[config.mk]
export PLATFORM = sky130hd
export DESIGN_NAME = spwm_ctrl
export DESIGN_NICKNAME = d
export VERILOG_FILES = /design/src/spwm_pkg.sv /design/src/spwm_sine_rom.sv /design/src/spwm_ctrl.sv
export SDC_FILE = /design/constraint.sdc
export NUM_CORES = 1
export LEC_CHECK = 0
export BUFFER_PORTS_ARGS = -buffer_cell sky130_fd_sc_hd__buf_2
export CORE_MARGIN = 2
export CORE_UTILIZATION = 30
export DETAILED_ROUTE_END_ITERATION = 10
export GPL_TIMING_DRIVEN = 0
export HOLD_SLACK_MARGIN = 0.06
export PLACE_DENSITY_LB_ADDON = 0.3
export SLEW_MARGIN = 20
export SYNTH_ARGS = -nofsm -noshare
export SYNTH_HDL_FRONTEND = slang
export SYNTH_SLANG_ARGS = --single-unit
export TNS_END_PERCENT = 10
[constraint.sdc]
create_clock -name i_clk -period 10.9 [get_ports i_clk]
set_input_delay 1.635 -clock i_clk [delete_from_list [all_inputs] [get_ports i_clk]]
set_output_delay 1.635 -clock i_clk [all_outputs]
set_load 0.03 [all_outputs]
[src/spwm_pkg.sv]
/*
  Package for the sine PWM H-bridge controller: timing constants, duty limits,
  mode states and the packed drive carrier.
  Assumes a 10 MHz system clock and synchronous active-high reset.
*/
package spwm_pkg;

  // ----------------------------------------------------------------------------
  // Timing
  // ----------------------------------------------------------------------------
  localparam int unsigned CLK_HZ          = 10_000_000;
  localparam int unsigned CARRIER_HZ      = 20_000;
  localparam int unsigned CARRIER_CYC     = CLK_HZ / CARRIER_HZ;
  localparam int unsigned DEAD_NS         = 500;
  localparam int unsigned DEAD_CYC        = (DEAD_NS * (CLK_HZ / 1_000_000) + 999) / 1000;
  localparam int unsigned OFF_WAIT_US     = 100;
  localparam int unsigned OFF_WAIT_CYC    = OFF_WAIT_US * (CLK_HZ / 1_000_000);
  localparam int unsigned RELAY_SETTLE_US = 400;
  localparam int unsigned RELAY_CYC       = RELAY_SETTLE_US * (CLK_HZ / 1_000_000);

  // ----------------------------------------------------------------------------
  // Duty limits in 1/256 units, output scale factors in 1/64 units
  // ----------------------------------------------------------------------------
  localparam logic [7:0] DUTY_MIN_NL   = 8'h1a;
  localparam logic [7:0] DUTY_MAX_NL   = 8'he1;
  localparam logic [7:0] DUTY_CAP      = 8'hf0;
  localparam logic [7:0] CHG_DUTY_INIT = 8'h14;
  localparam logic [7:0] CHG_DUTY_MAX  = 8'h80;
  localparam logic [7:0] SCALE_UNITY   = 8'h40;
  localparam logic [7:0] SCALE_MAX     = 8'h5f;
  localparam logic [9:0] RESET_ZERO10  = 10'h000;
  localparam int unsigned SINE_DEPTH   = 256;

  // ----------------------------------------------------------------------------
  // Types
  // ----------------------------------------------------------------------------
  typedef enum logic [2:0] {
    ST_OFF    = 3'b000,
    ST_INV    = 3'b001,
    ST_STOP   = 3'b011,
    ST_RELAY  = 3'b010,
    ST_CHARGE = 3'b110
  } spwm_mode_type;

  typedef struct packed {
    logic hi_a;
    logic lo_a;
    logic hi_b;
    logic lo_b;
  } spwm_drive_type;

endpackage

[src/spwm_sine_rom.sv]
/*
  Sine lookup memory: a full-wave table generated at elaboration, read data
  registered.
  Assumes the caller presents the address one cycle before it needs the data.
*/
module spwm_sine_rom
  import spwm_pkg::*;
#(
  parameter int DEPTH = SINE_DEPTH
) (
  input  wire logic       i_clk,
  input  wire logic [7:0] i_addr,
  output logic      [7:0] o_data
);

  // ----------------------------------------------------------------------------
  // Table of 128 + 127*sin(2*pi*k/256), built at elaboration.
  // ----------------------------------------------------------------------------
  logic [7:0] table_mem [DEPTH];

  genvar g;
  generate
    for (g = 0; g < DEPTH; g++) begin : g_tab
      localparam real ANG = 6.283185307 * g / DEPTH;
      localparam real A2  = (ANG > 3.141592654) ? ANG - 6.283185307 : ANG;
      localparam real S2  = A2 - A2**3/6.0 + A2**5/120.0 - A2**7/5040.0 + A2**9/362880.0;
      localparam int  V   = int'(128.0 + 127.0 * S2);
      assign table_mem[g] = V[7:0];
    end
  endgenerate

  always_ff @(posedge i_clk) begin
    o_data <= table_mem[i_addr];
  end

endmodule // spwm_sine_rom

[src/spwm_ctrl.sv]
/*
  Sine PWM H-bridge controller: inverter mode with unipolar sine PWM on both
  legs, mains mode with bypass relay and low-side charge PWM, trip handling,
  output-voltage duty scaling and a small register port with interrupts.
  Assumes synchronous comparator and sense inputs and a register master that
  never issues read and write strobes together.
*/
// Our own choices: the address-and-strobe port and the address map.
module spwm_ctrl
  import spwm_pkg::*;
#(
  parameter int PERIOD = CARRIER_CYC,
  parameter int DEAD   = DEAD_CYC
) (
  input  wire logic       i_clk,
  input  wire logic       i_sys_rst,
  input  wire logic       i_ac_valid,
  input  wire logic       i_over_discharge_trip,
  input  wire logic       i_over_charge_trip,
  input  wire logic       i_charge_low,
  input  wire logic       i_charge_high,
  input  wire logic       i_vout_low,
  input  wire logic       i_vout_high,
  input  wire logic [3:0] i_addr,
  input  wire logic [7:0] i_wdata,
  input  wire logic       i_wr,
  input  wire logic       i_rd,
  output logic      [7:0] o_rdata,
  output logic            o_leg_a_primary_pwm,
  output logic            o_leg_a_complement_pwm,
  output logic            o_leg_b_primary_pwm,
  output logic            o_leg_b_complement_pwm,
  output logic            o_relay,
  output logic            o_irq
);

  // ----------------------------------------------------------------------------
  // Register map
  // ----------------------------------------------------------------------------
  localparam logic [3:0] A_CTRL   = 4'h0;
  localparam logic [3:0] A_STATUS = 4'h1;
  localparam logic [3:0] A_MASK   = 4'h2;
  localparam logic [3:0] A_MODE   = 4'h3;
  localparam logic [3:0] A_DUTY   = 4'h4;
  localparam logic [3:0] A_SCALE  = 4'h5;

  // ----------------------------------------------------------------------------
  // Carrier counter and period boundary
  // ----------------------------------------------------------------------------
  logic [9:0] cnt_ff;
  logic [7:0] phase_ff;
  wire        boundary = (cnt_ff == 10'(PERIOD - 1));

  always_ff @(posedge i_clk) begin
    if (i_sys_rst) begin
      cnt_ff   <= RESET_ZERO10;
      phase_ff <= 8'h00;
    end else begin
      cnt_ff   <= boundary ? RESET_ZERO10 : cnt_ff + 10'h001;
      phase_ff <= boundary ? phase_ff + 8'h01 : phase_ff;
    end
  end

  // ----------------------------------------------------------------------------
  // Sine reference for both legs
  // ----------------------------------------------------------------------------
  logic [7:0] sine_a;
  logic [7:0] sine_b;

  spwm_sine_rom u_rom_a (
    .i_clk  (i_clk),
    .i_addr (phase_ff),
    .o_data (sine_a)
  );

  spwm_sine_rom u_rom_b (
    .i_clk  (i_clk),
    .i_addr (phase_ff + 8'h80),
    .o_data (sine_b)
  );

  // ----------------------------------------------------------------------------
  // Duty computation
  // ----------------------------------------------------------------------------
  function automatic logic [7:0] map_duty(input logic [7:0] s, input logic [7:0] k);
    logic [15:0] base;
    logic [15:0] scaled;
    base   = 16'(DUTY_MIN_NL) + ((16'(s) * 16'(DUTY_MAX_NL - DUTY_MIN_NL)) >> 8);
    scaled = (base * 16'(k)) >> 6;
    map_duty = (scaled > 16'(DUTY_CAP)) ? DUTY_CAP : scaled[7:0];
  endfunction

  logic [7:0] scale_ff;
  logic [7:0] chg_duty_ff;
  logic [7:0] duty_a_ff;
  logic [7:0] duty_b_ff;
  spwm_mode_type mode_ff;
  wire [7:0]  nxt_duty_a = map_duty(sine_a, scale_ff);
  wire [7:0]  nxt_duty_b = map_duty(sine_b, scale_ff);

  always_ff @(posedge i_clk) begin
    if (i_sys_rst) begin
      duty_a_ff <= 8'h00;
      duty_b_ff <= 8'h00;
    end else if (boundary) begin
      // The relay wait preloads the initial charge duty, so charging never starts on a sine duty.
      duty_a_ff <= (mode_ff == ST_CHARGE || mode_ff == ST_RELAY) ? chg_duty_ff : nxt_duty_a;
      duty_b_ff <= (mode_ff == ST_CHARGE || mode_ff == ST_RELAY) ? chg_duty_ff : nxt_duty_b;
    end
  end

  // Output voltage regulation, one step per carrier period.
  always_ff @(posedge i_clk) begin
    if (i_sys_rst) begin
      scale_ff <= SCALE_UNITY;
    end else if (boundary && mode_ff == ST_INV) begin
      if (i_vout_low && scale_ff < SCALE_MAX) begin
        scale_ff <= scale_ff + 8'h01;
      end else if (i_vout_high && scale_ff > SCALE_UNITY) begin
        scale_ff <= scale_ff - 8'h01;
      end
    end
  end

  // ----------------------------------------------------------------------------
  // Mode sequencer
  // ----------------------------------------------------------------------------
  logic [12:0] wait_ff;
  logic        tripped_ff;
  logic        enable_ff;
  logic        rearm;
  spwm_mode_type nxt_mode;
  wire         trip_in = i_over_discharge_trip | i_over_charge_trip;
  wire         wait_done = (wait_ff == 13'h0000);

  always_comb begin
    nxt_mode = mode_ff;
    case (mode_ff)
      ST_OFF: begin
        if (enable_ff && !tripped_ff) begin
          nxt_mode = i_ac_valid ? ST_STOP : ST_INV;
        end
      end
      ST_INV: begin
        if (i_ac_valid) begin
          nxt_mode = ST_STOP;
        end
      end
      ST_STOP: begin
        if (!i_ac_valid) begin
          nxt_mode = ST_INV;
        end else if (wait_done) begin
          nxt_mode = ST_RELAY;
        end
      end
      ST_RELAY: begin
        if (!i_ac_valid) begin
          nxt_mode = ST_STOP;
        end else if (wait_done) begin
          nxt_mode = ST_CHARGE;
        end
      end
      ST_CHARGE: begin
        if (!i_ac_valid) begin
          nxt_mode = ST_STOP;
        end
      end
      default: nxt_mode = ST_OFF;
    endcase
    if (tripped_ff || !enable_ff) begin
      nxt_mode = ST_OFF;
    end
  end

  always_ff @(posedge i_clk) begin
    if (i_sys_rst) begin
      mode_ff <= ST_OFF;
      wait_ff <= 13'h0000;
    end else begin
      mode_ff <= nxt_mode;
      if (nxt_mode != mode_ff) begin
        wait_ff <= (nxt_mode == ST_STOP) ? 13'(OFF_WAIT_CYC) : 13'(RELAY_CYC);
      end else if (!wait_done) begin
        wait_ff <= wait_ff - 13'h0001;
      end
    end
  end

  // Trip latch: set wins over software re-arm.
  always_ff @(posedge i_clk) begin
    if (i_sys_rst) begin
      tripped_ff <= 1'b0;
    end else if (trip_in) begin
      tripped_ff <= 1'b1;
    end else if (rearm) begin
      tripped_ff <= 1'b0;
    end
  end

  // Charge current loop.
  always_ff @(posedge i_clk) begin
    if (i_sys_rst || mode_ff != ST_CHARGE) begin
      chg_duty_ff <= CHG_DUTY_INIT;
    end else if (boundary) begin
      if (i_charge_low && chg_duty_ff < CHG_DUTY_MAX) begin
        chg_duty_ff <= chg_duty_ff + 8'h01;
      end else if (i_charge_high && chg_duty_ff > 8'h01) begin
        chg_duty_ff <= chg_duty_ff - 8'h01;
      end
    end
  end

  // ----------------------------------------------------------------------------
  // Compare, dead band and output gating
  // ----------------------------------------------------------------------------
  wire [9:0] thr_a = 10'((32'(duty_a_ff) * PERIOD) >> 8);
  wire [9:0] thr_b = 10'((32'(duty_b_ff) * PERIOD) >> 8);
  wire       raw_a = (cnt_ff < thr_a);
  wire       raw_b = (cnt_ff < thr_b);
  wire       run   = !tripped_ff && !trip_in && (mode_ff == ST_INV || mode_ff == ST_CHARGE);

  spwm_drive_type drv_ff;
  logic [7:0] db_ff [4];
  logic [3:0] want;

  assign want[3] = run && mode_ff == ST_INV && raw_a;
  assign want[2] = run && (mode_ff == ST_INV ? !raw_a : raw_a);
  assign want[1] = run && mode_ff == ST_INV && raw_b;
  assign want[0] = run && (mode_ff == ST_INV ? !raw_b : raw_a);

  genvar gi;
  generate
    for (gi = 0; gi < 4; gi++) begin : g_db
      localparam int PEER = gi ^ 1;
      // Each switch turns on only after its leg partner request held low for DEAD cycles.
      always_ff @(posedge i_clk) begin
        if (i_sys_rst || want[PEER] || !run) begin
          db_ff[gi] <= 8'h00;
        end else if (db_ff[gi] != 8'(DEAD)) begin
          db_ff[gi] <= db_ff[gi] + 8'h01;
        end
      end
    end
  endgenerate

  always_ff @(posedge i_clk) begin
    if (i_sys_rst || trip_in) begin
      drv_ff <= '0;
    end else begin
      drv_ff.hi_a <= want[3] && db_ff[3] == 8'(DEAD);
      drv_ff.lo_a <= want[2] && db_ff[2] == 8'(DEAD);
      drv_ff.hi_b <= want[1] && db_ff[1] == 8'(DEAD);
      drv_ff.lo_b <= want[0] && db_ff[0] == 8'(DEAD);
    end
  end

  assign o_leg_a_primary_pwm    = drv_ff.hi_a;
  assign o_leg_a_complement_pwm = drv_ff.lo_a;
  assign o_leg_b_primary_pwm    = drv_ff.hi_b;
  assign o_leg_b_complement_pwm = drv_ff.lo_b;

  always_ff @(posedge i_clk) begin
    if (i_sys_rst) begin
      o_relay <= 1'b0;
    end else begin
      o_relay <= (nxt_mode == ST_RELAY || nxt_mode == ST_CHARGE);
    end
  end

  // ----------------------------------------------------------------------------
  // Register port and interrupts
  // ----------------------------------------------------------------------------
  logic [2:0] status_ff;
  logic [2:0] mask_ff;
  wire  [2:0] events = {trip_in & ~tripped_ff,
                        mode_ff != ST_CHARGE && nxt_mode == ST_CHARGE,
                        mode_ff != ST_INV && nxt_mode == ST_INV};
  wire        rd_status = i_rd && i_addr == A_STATUS;

  assign rearm = i_wr && i_addr == A_CTRL && i_wdata[1];

  always_ff @(posedge i_clk) begin
    if (i_sys_rst) begin
      enable_ff <= 1'b0;
      mask_ff   <= 3'h0;
      status_ff <= 3'h0;
      o_rdata   <= 8'h00;
    end else begin
      if (i_wr && i_addr == A_CTRL) begin
        enable_ff <= i_wdata[0];
      end
      if (i_wr && i_addr == A_MASK) begin
        mask_ff <= i_wdata[2:0];
      end
      status_ff <= events | (rd_status ? 3'h0 : status_ff);
      case (i_addr)
        A_CTRL:   o_rdata <= {6'h00, tripped_ff, enable_ff};
        A_STATUS: o_rdata <= {5'h00, status_ff};
        A_MASK:   o_rdata <= {5'h00, mask_ff};
        A_MODE:   o_rdata <= {4'h0, o_relay, mode_ff};
        A_DUTY:   o_rdata <= (mode_ff == ST_CHARGE) ? chg_duty_ff : duty_a_ff;
        A_SCALE:  o_rdata <= scale_ff;
        default:  o_rdata <= 8'h00;
      endcase
    end
  end

  assign o_irq = |(status_ff & mask_ff);
endmodule // spwm_ctrl

# Yosys cells after proc, flatten, opt, wreduce, memory -nomap -nowiden
# Memory sizes are Yosys's and may differ from the RTL's. A register that Yosys moved wholly into a read port is not among the register bits.
# Index checks and enable logic that the tools add are counted.
[totals]
memories = 3
rom_bits = 4096
ram_bits = 32
register_bits = 87
wordCells = 191
in_bits = 23
output_inout_bits = 14
[classes]
multipliers = 6
bitwise_logic = 11
muxes = 52
reduce_logical = 53
n_addsub = 14
eq_ne = 26
magnitude_cmp = 8
[memory_table]
columns = ["name", "depth", "width", "read_ports", "rd_ports_with_merged_regs", "write_ports", "line", "rtl"]
rows = [
  ["(name not given)", 256, 8, 1, 1, 0, "spwm_sine_rom.sv:33", "o_data <= table_mem[i_addr];"],
  ["(name not given)", 256, 8, 1, 1, 0, "spwm_sine_rom.sv:33", ""],
  ["db_ff", 4, 8, 4, 0, 4, "spwm_ctrl.sv:223", "logic [7:0] db_ff [4];"],
]
[ops]
columns = ["op", "count"]
rows = [
  ["8-bit two-way mux", 13],
  ["8-bit by 1-bit adder with 8-bit output, second input constant", 7],
  ["8-bit case mux with 6 select lines", 1],
  ["8-bit by 3-bit == test with 1-bit output, second input constant", 4],
  ["8-bit by 8-bit multiplier with 16-bit output, second input constant", 2],
  ["9-bit by 8-bit multiplier with 16-bit output", 2],
  ["8-bit by 3-bit inequality test with 1-bit output, second input constant", 4],
  ["8-bit by 7-bit multiplier with 15-bit output, second input constant", 2],
  ["3-bit two-way mux", 9],
  ["13-bit two-way mux", 2],
  ["1-bit two-way mux", 24],
  ["1-bit logical AND", 23],
  ["10-bit by 8-bit > comparator with 1-bit output, second input constant", 2],
  ["10-bit by 9-bit < comparator with 1-bit output", 2],
  ["5-bit by 8-bit adder with 9-bit output, first input constant", 2],
  ["8-bit NOT with 9-bit output", 2],
  ["8-bit by 1-bit subtractor with 8-bit output, second input constant", 2],
  ["3-bit case mux with 5 select lines", 1],
  ["1-bit logical OR", 14],
  ["13-bit logical NOT", 1],
  ["13-bit by 1-bit subtractor with 13-bit output, second input constant", 1],
  ["3-bit by 2-bit == test with 1-bit output, second input constant", 4],
  ["12-bit two-way mux", 1],
  ["10-bit by 1-bit adder with 10-bit output, second input constant", 1],
  ["other kinds (28)", 44],
]

# Longest topological paths before layout
[depth]
depth_word = 11
depth_mapped = 37

# Modules after synthesis
# A second synthesis with hierarchy kept.
[hier_totals]
cells_unflattened = 2446
area_unflattened_um2 = 20512.2
[by_module_without_submodules]
columns = ["mod", "seq_area_each_um2", "area_per_inst_um2", "cells_each", "n_inst"]
rows = [
  ["spwm_ctrl", 2702.6, 16056.6, 1789, 1],
  ["spwm_sine_rom at u_rom_b", 160.2, 2297.2, 328, 1],
  ["spwm_sine_rom at u_rom_a", 160.2, 2158.3, 329, 1],
]

# Least setup slack after synthesis
# OpenSTA, ideal clock, no wires.
[synth_timing]
kind = "reg-to-reg"
startpoint = "register u_rom_a.o_data[1]"
endpoint = "register duty_a_ff[0]"
t_required_ps = 10809
stages_incl_launch_ff = 36
setup_slack_ps = 1746
path_buffers = 1
arrival_ps = 9063
period_less_slack_ps = 9154
cell_sequence = "dfxtp_1 ha_1 fa_1 fa_1 inv_1 fa_1 inv_1 ha_1 buf_2 a21o_1 or2_0 a32oi_1 and2_1 inv_1 ha_1 a21oi_1 or3_1 nand3_1 xnor2_1 nand2_1 fa_1 inv_1 fa_1 fa_1 inv_1 fa_1 inv_1 ha_1 a21oi_1 nand3b_1 or2_1 a221o_1 xnor2_2 xnor2_1 or4_1 a311oi_1"
[synth_via]
elab_chain_cells = 6
[synth_lines]
columns = ["item", "line", "rtl"]
rows = [
  ["from (decl)", "spwm_sine_rom.sv:13", "output logic [7:0] o_data"],
  ["8-bit by 8-bit multiplier with 16-bit output *", "spwm_ctrl.sv:88", "base = 16'(DUTY_MIN_NL) + ((16'(s) * 16'(DUTY_MAX_NL - DUTY_MIN_NL)) >> 8);"],
  ["5-bit by 8-bit adder with 9-bit output *", "spwm_ctrl.sv:88", ""],
  ["9-bit by 8-bit multiplier with 16-bit output *", "spwm_ctrl.sv:89", "scaled = (base * 16'(k)) >> 6;"],
  ["10-bit by 8-bit > comparator with 1-bit output", "spwm_ctrl.sv:90", "map_duty = (scaled > 16'(DUTY_CAP)) ? DUTY_CAP : scaled[7:0];"],
  ["8-bit two-way mux *", "spwm_ctrl.sv:90", ""],
  ["8-bit two-way mux *", "spwm_ctrl.sv:107", "duty_a_ff <= (mode_ff == ST_CHARGE || mode_ff == ST_RELAY) ? chg_duty_ff : nxt_duty_a;"],
  ["to (signal assigned)", "spwm_ctrl.sv:107", ""],
  ["to (decl)", "spwm_ctrl.sv:95", "logic [7:0] duty_a_ff;"],
]
# Every way passes the cells marked *; elsewhere a longest branch is shown, timed or not.
# A chain may end at the register's enable or synchronous reset.

# Worst setup path in the final report
[layout_timing]
startpoint = "register u_rom_a.o_data[1]"
endpoint = "register duty_a_ff[1]"
# The elaborated chain is that of the path after synthesis.

==> flow_summary_export.csv <==
group,metric,value,unit
run_status,run_status,"finished clean",
global_route,use_met2,27.1,%
power,p_leak,9.37,nW
power,cellPowerDensity,63.9,mW/mm2
floorplanning,ios,37,
detailed_routing,wl_per_cell,16.5,um
global_route,antenna_found_initial,5,
synth,yosysUniqueCellTypes,95,
timing,min_period_over_period,94.4,%
power,swShare,28.0,%
timing,finalSetupViolCount,0,
placement,place.gp.congestion,0.982,
global_route,grt_max_degree,17,
detailed_routing,drt-pass1-iter-count,6,
global_route,busiest_layer,"met2",
floorplanning,rows,90,
cells_and_area,final_common_cell,"ha_1",
floorplanning,dieArea,0.0632,mm2
min_path,hp-class,"flop to flop",
floorplanning,initial_core_util,30.4,%
detailed_routing,vias,15700,
power,seqPwrFrac,42.5,%
job,cap_violations,0,
synth,ys_ff_latch,135,
synth,syn_area_per_cell,8.40,um2
clock_network,cts-root-buf,"clkbuf_16",
cells_and_area,layout_common_cells,"265 x ha_1, 229 x inv_1, 189 x nor2_1",
critical_path,cp_data_arrival_time,10.64,ns
cells_and_area,n_fill_cell,6240,
synth,synth_ff_type,"dfxtp_1",
detailed_routing,drt-total-wl,50200,um
timing,rsz0062_at_grt,"false",
clock_network,clock_tree.buffer_depth,2,
synth,syn_inst,2187,
placement,dp_hpwl,40000,um
power,p_switching,0.359,mW
synth,ys_seq_area_share,16.5,%
global_route,grt_pass1_vias,15500,
power,pwr-share-comb,12.0,%
clock_network,clk_latency,0.45,ns
placement,dp_cells,2998,
clock_network,cts_num_sinks,135,
timing,slew-limit-headroom,39.1,%
global_route,grtUsageMet3,2.91,%
synth,synth_area,0.0184,mm2
clock_network,cts_tree,"built",
timing,period_needed,10.28,ns
critical_path,startpoint_type,"flop",
critical_path,crit_path_end_kind,"flop",
detailed_routing,drc,0,
power,p_int,0.924,mW
timing,finalHoldViolCount,0,
critical_path,max_stage_delay,0.56,ns
timing,slew_violations,0,
clock_network,path_clk_slew,0.07,ns
power,ir_drop,0.000117,V
detailed_routing,via_per_inst,5.17,
clock_network,cts_buffers,17,
critical_path,cp.required,11.25,ns
critical_path,path_max_fanout,8,
synth,synth-async-reset-ratio,0,%
detailed_routing,drtIter0Drc,1116,
critical_path,critPathSlowestCell,"a32oi_1",
cells_and_area,fin_cells,3031,
clock_network,post_cts_buffers,0,
cells_and_area,drive_gt1_share,4.94,%
timing,final.setup_skew,0.0118,ns
timing,final.setup.tns,0,ns
global_route,grt.met1_usage,21.0,%
power,finalPower,1.28,mW
placement,io_buffers,29,
power,clkPwrFrac,45.5,%
timing,worst_pin_slew,0.905,ns
floorplanning,core_region_area,0.0605,mm2
global_route,grt_use_total,16.1,%
timing,max_freq,97.2,MHz
synth,synth_nets,2618,
global_route,grt_pass1_wl,82000,um
cells_and_area,syn2layout_area_growth,9.40,%
cells_and_area,nNetsFinal,2666,
critical_path,path_class,"flop to flop",
critical_path,worst_path_most_repeated_cell,"fa_1",
clock_network,htreeDepth,4,
floorplanning,fp.dieH,251,um
synth,ys_warn_count,0,
floorplanning,fp.dieW,251,um
detailed_routing,postRouteAntennaNets,0,
synth,synth-edff-count,32,
global_route,grt_overflow_total,0,
worst paths after layout:
path	to	slack (ns)	start	depth (start not counted)
max	duty_a_ff[1]$_SDFFE_PP0P_	0.62	u_rom_a.o_data[1]$_DFF_P_	35
min	wait_ff[12]$_SDFFE_PP0P_	0.47	wait_ff[12]$_SDFFE_PP0P_	2
max reg2reg	duty_a_ff[1]$_SDFFE_PP0P_	0.62	u_rom_a.o_data[1]$_DFF_P_	35
min reg2reg	wait_ff[12]$_SDFFE_PP0P_	0.47	wait_ff[12]$_SDFFE_PP0P_	2
metrics by stage:
stage / instance area (um2) / worst slack, ns / hold WS (ns) / utilization (%)
2_1_floorplan: 18400 / 1.75 / 0.442 / -
3_3_place_gp: 19500 / 0.601 / 0.451 / 32.2
3_5_place_dp: 19500 / 0.408 / 0.465 / 32.2
4_1_cts: 20100 / 0.388 / 0.475 / 33.2
5_1_grt: 20100 / 0.0651 / 0.522 / 33.2
6_report: 20100 / 0.615 / 0.473 / 33.2
per-layer routing:
layer  vias up  wire length (um)
li1       7625                 -
met2       478             23400
met4         6              1260
met3       105              2710
met1      7471             22700
met5         -                42
sequential cells by signal (all words and copies together) (netlist names), 3 cells and up:
name and count:
duty_b_ff 8, mask_ff 3, chg_duty_ff 8, phase_ff 8, u_rom_a.o_data 8, status_ff 3
mode_ff 3, duty_a_ff 8, scale_ff 8, o_rdata 8, db_ff 32, wait_ff 13
u_rom_b.o_data 8, cnt_ff 10
Yosys cell counts (12+ instances only):
master / n / area [um2]
xor2_1: 55 / 482
a21o_1: 23 / 173
nand2_1: 185 / 694
o21a_1: 21 / 158
mux2i_1: 24 / 240
and2_1: 97 / 607
inv_1: 229 / 860
nand2b_1: 18 / 113
a31oi_1: 15 / 93.8
nor2_1: 189 / 709
buf_1: 13 / 48.8
and3_1: 32 / 200
or3_1: 12 / 75.1
ha_1: 265 / 3320
dfxtp_1: 103 / 2060
o21ai_0: 87 / 435
edfxtp_1: 32 / 961
fa_1: 143 / 2860
nand3_1: 63 / 315
a211oi_1: 17 / 128
clkbuf_1: 73 / 274
xnor2_1: 66 / 578
nor3_1: 42 / 210
nor2b_1: 31 / 194
a21oi_1: 116 / 581
power groups by stage:
stage / clock [mW] / sequential, mW / combinational [mW]
3_3_place_gp: 0 / 0.555 / 0.149
2_1_floorplan: 0 / 0.552 / 0.122
4_1_cts: 0.597 / 0.545 / 0.155
6_report: 0.584 / 0.545 / 0.154
5_1_grt: 0.621 / 0.548 / 0.177
3_5_place_dp: 0 / 0.557 / 0.154
worst max-delay path, delay by kind of cell (launching register included):
| kind | cells | cell delay [ns] |
|---|---|---|
| adder cells (fa/ha/maj) | 11 | 4.79 |
| XOR/XNOR | 3 | 0.78 |
| flip-flops | 1 | 0.34 |
| AO/OA/AOI/OAI | 6 | 1.98 |
| AND/OR/NAND/NOR | 8 | 1.82 |
| buffers and inverters | 7 | 0.49 |
final cells by class:
cell class              count  area, um2  area share (%)
diodes                      1       2.50          0.0125
plain buffers              98        399            1.99
clock buffers              18        439            2.19
clock inverters            14        154           0.766
inverters                 229        860            4.28
multi-input cells        1725      14100            70.1
flip-flops and latches    135       3020            15.0
well taps                 782        978            4.87
repair buffers             29        145           0.723
repair_timing:
item                                   CTS  global route
hold buffers                             0             0
endpoints found under the hold margin    0             0
setup endpoints to repair                0             5
resized for setup                        0             1
logic make-up after synthesis:
group                      count (synthesis)  share of synthesized area (%)
xor gates and xnor gates                 123                           5.98
buffers and inverters                    327                           6.86
AOI/OAI and AO/OA                        420                           15.2
muxes                                     32                           1.86
and+or+nand+nor                          742                           20.0
adders and majority gates                408                           33.6
DFF                                      135                           16.5
Note: power is estimated with default switching activity, not from simulation.
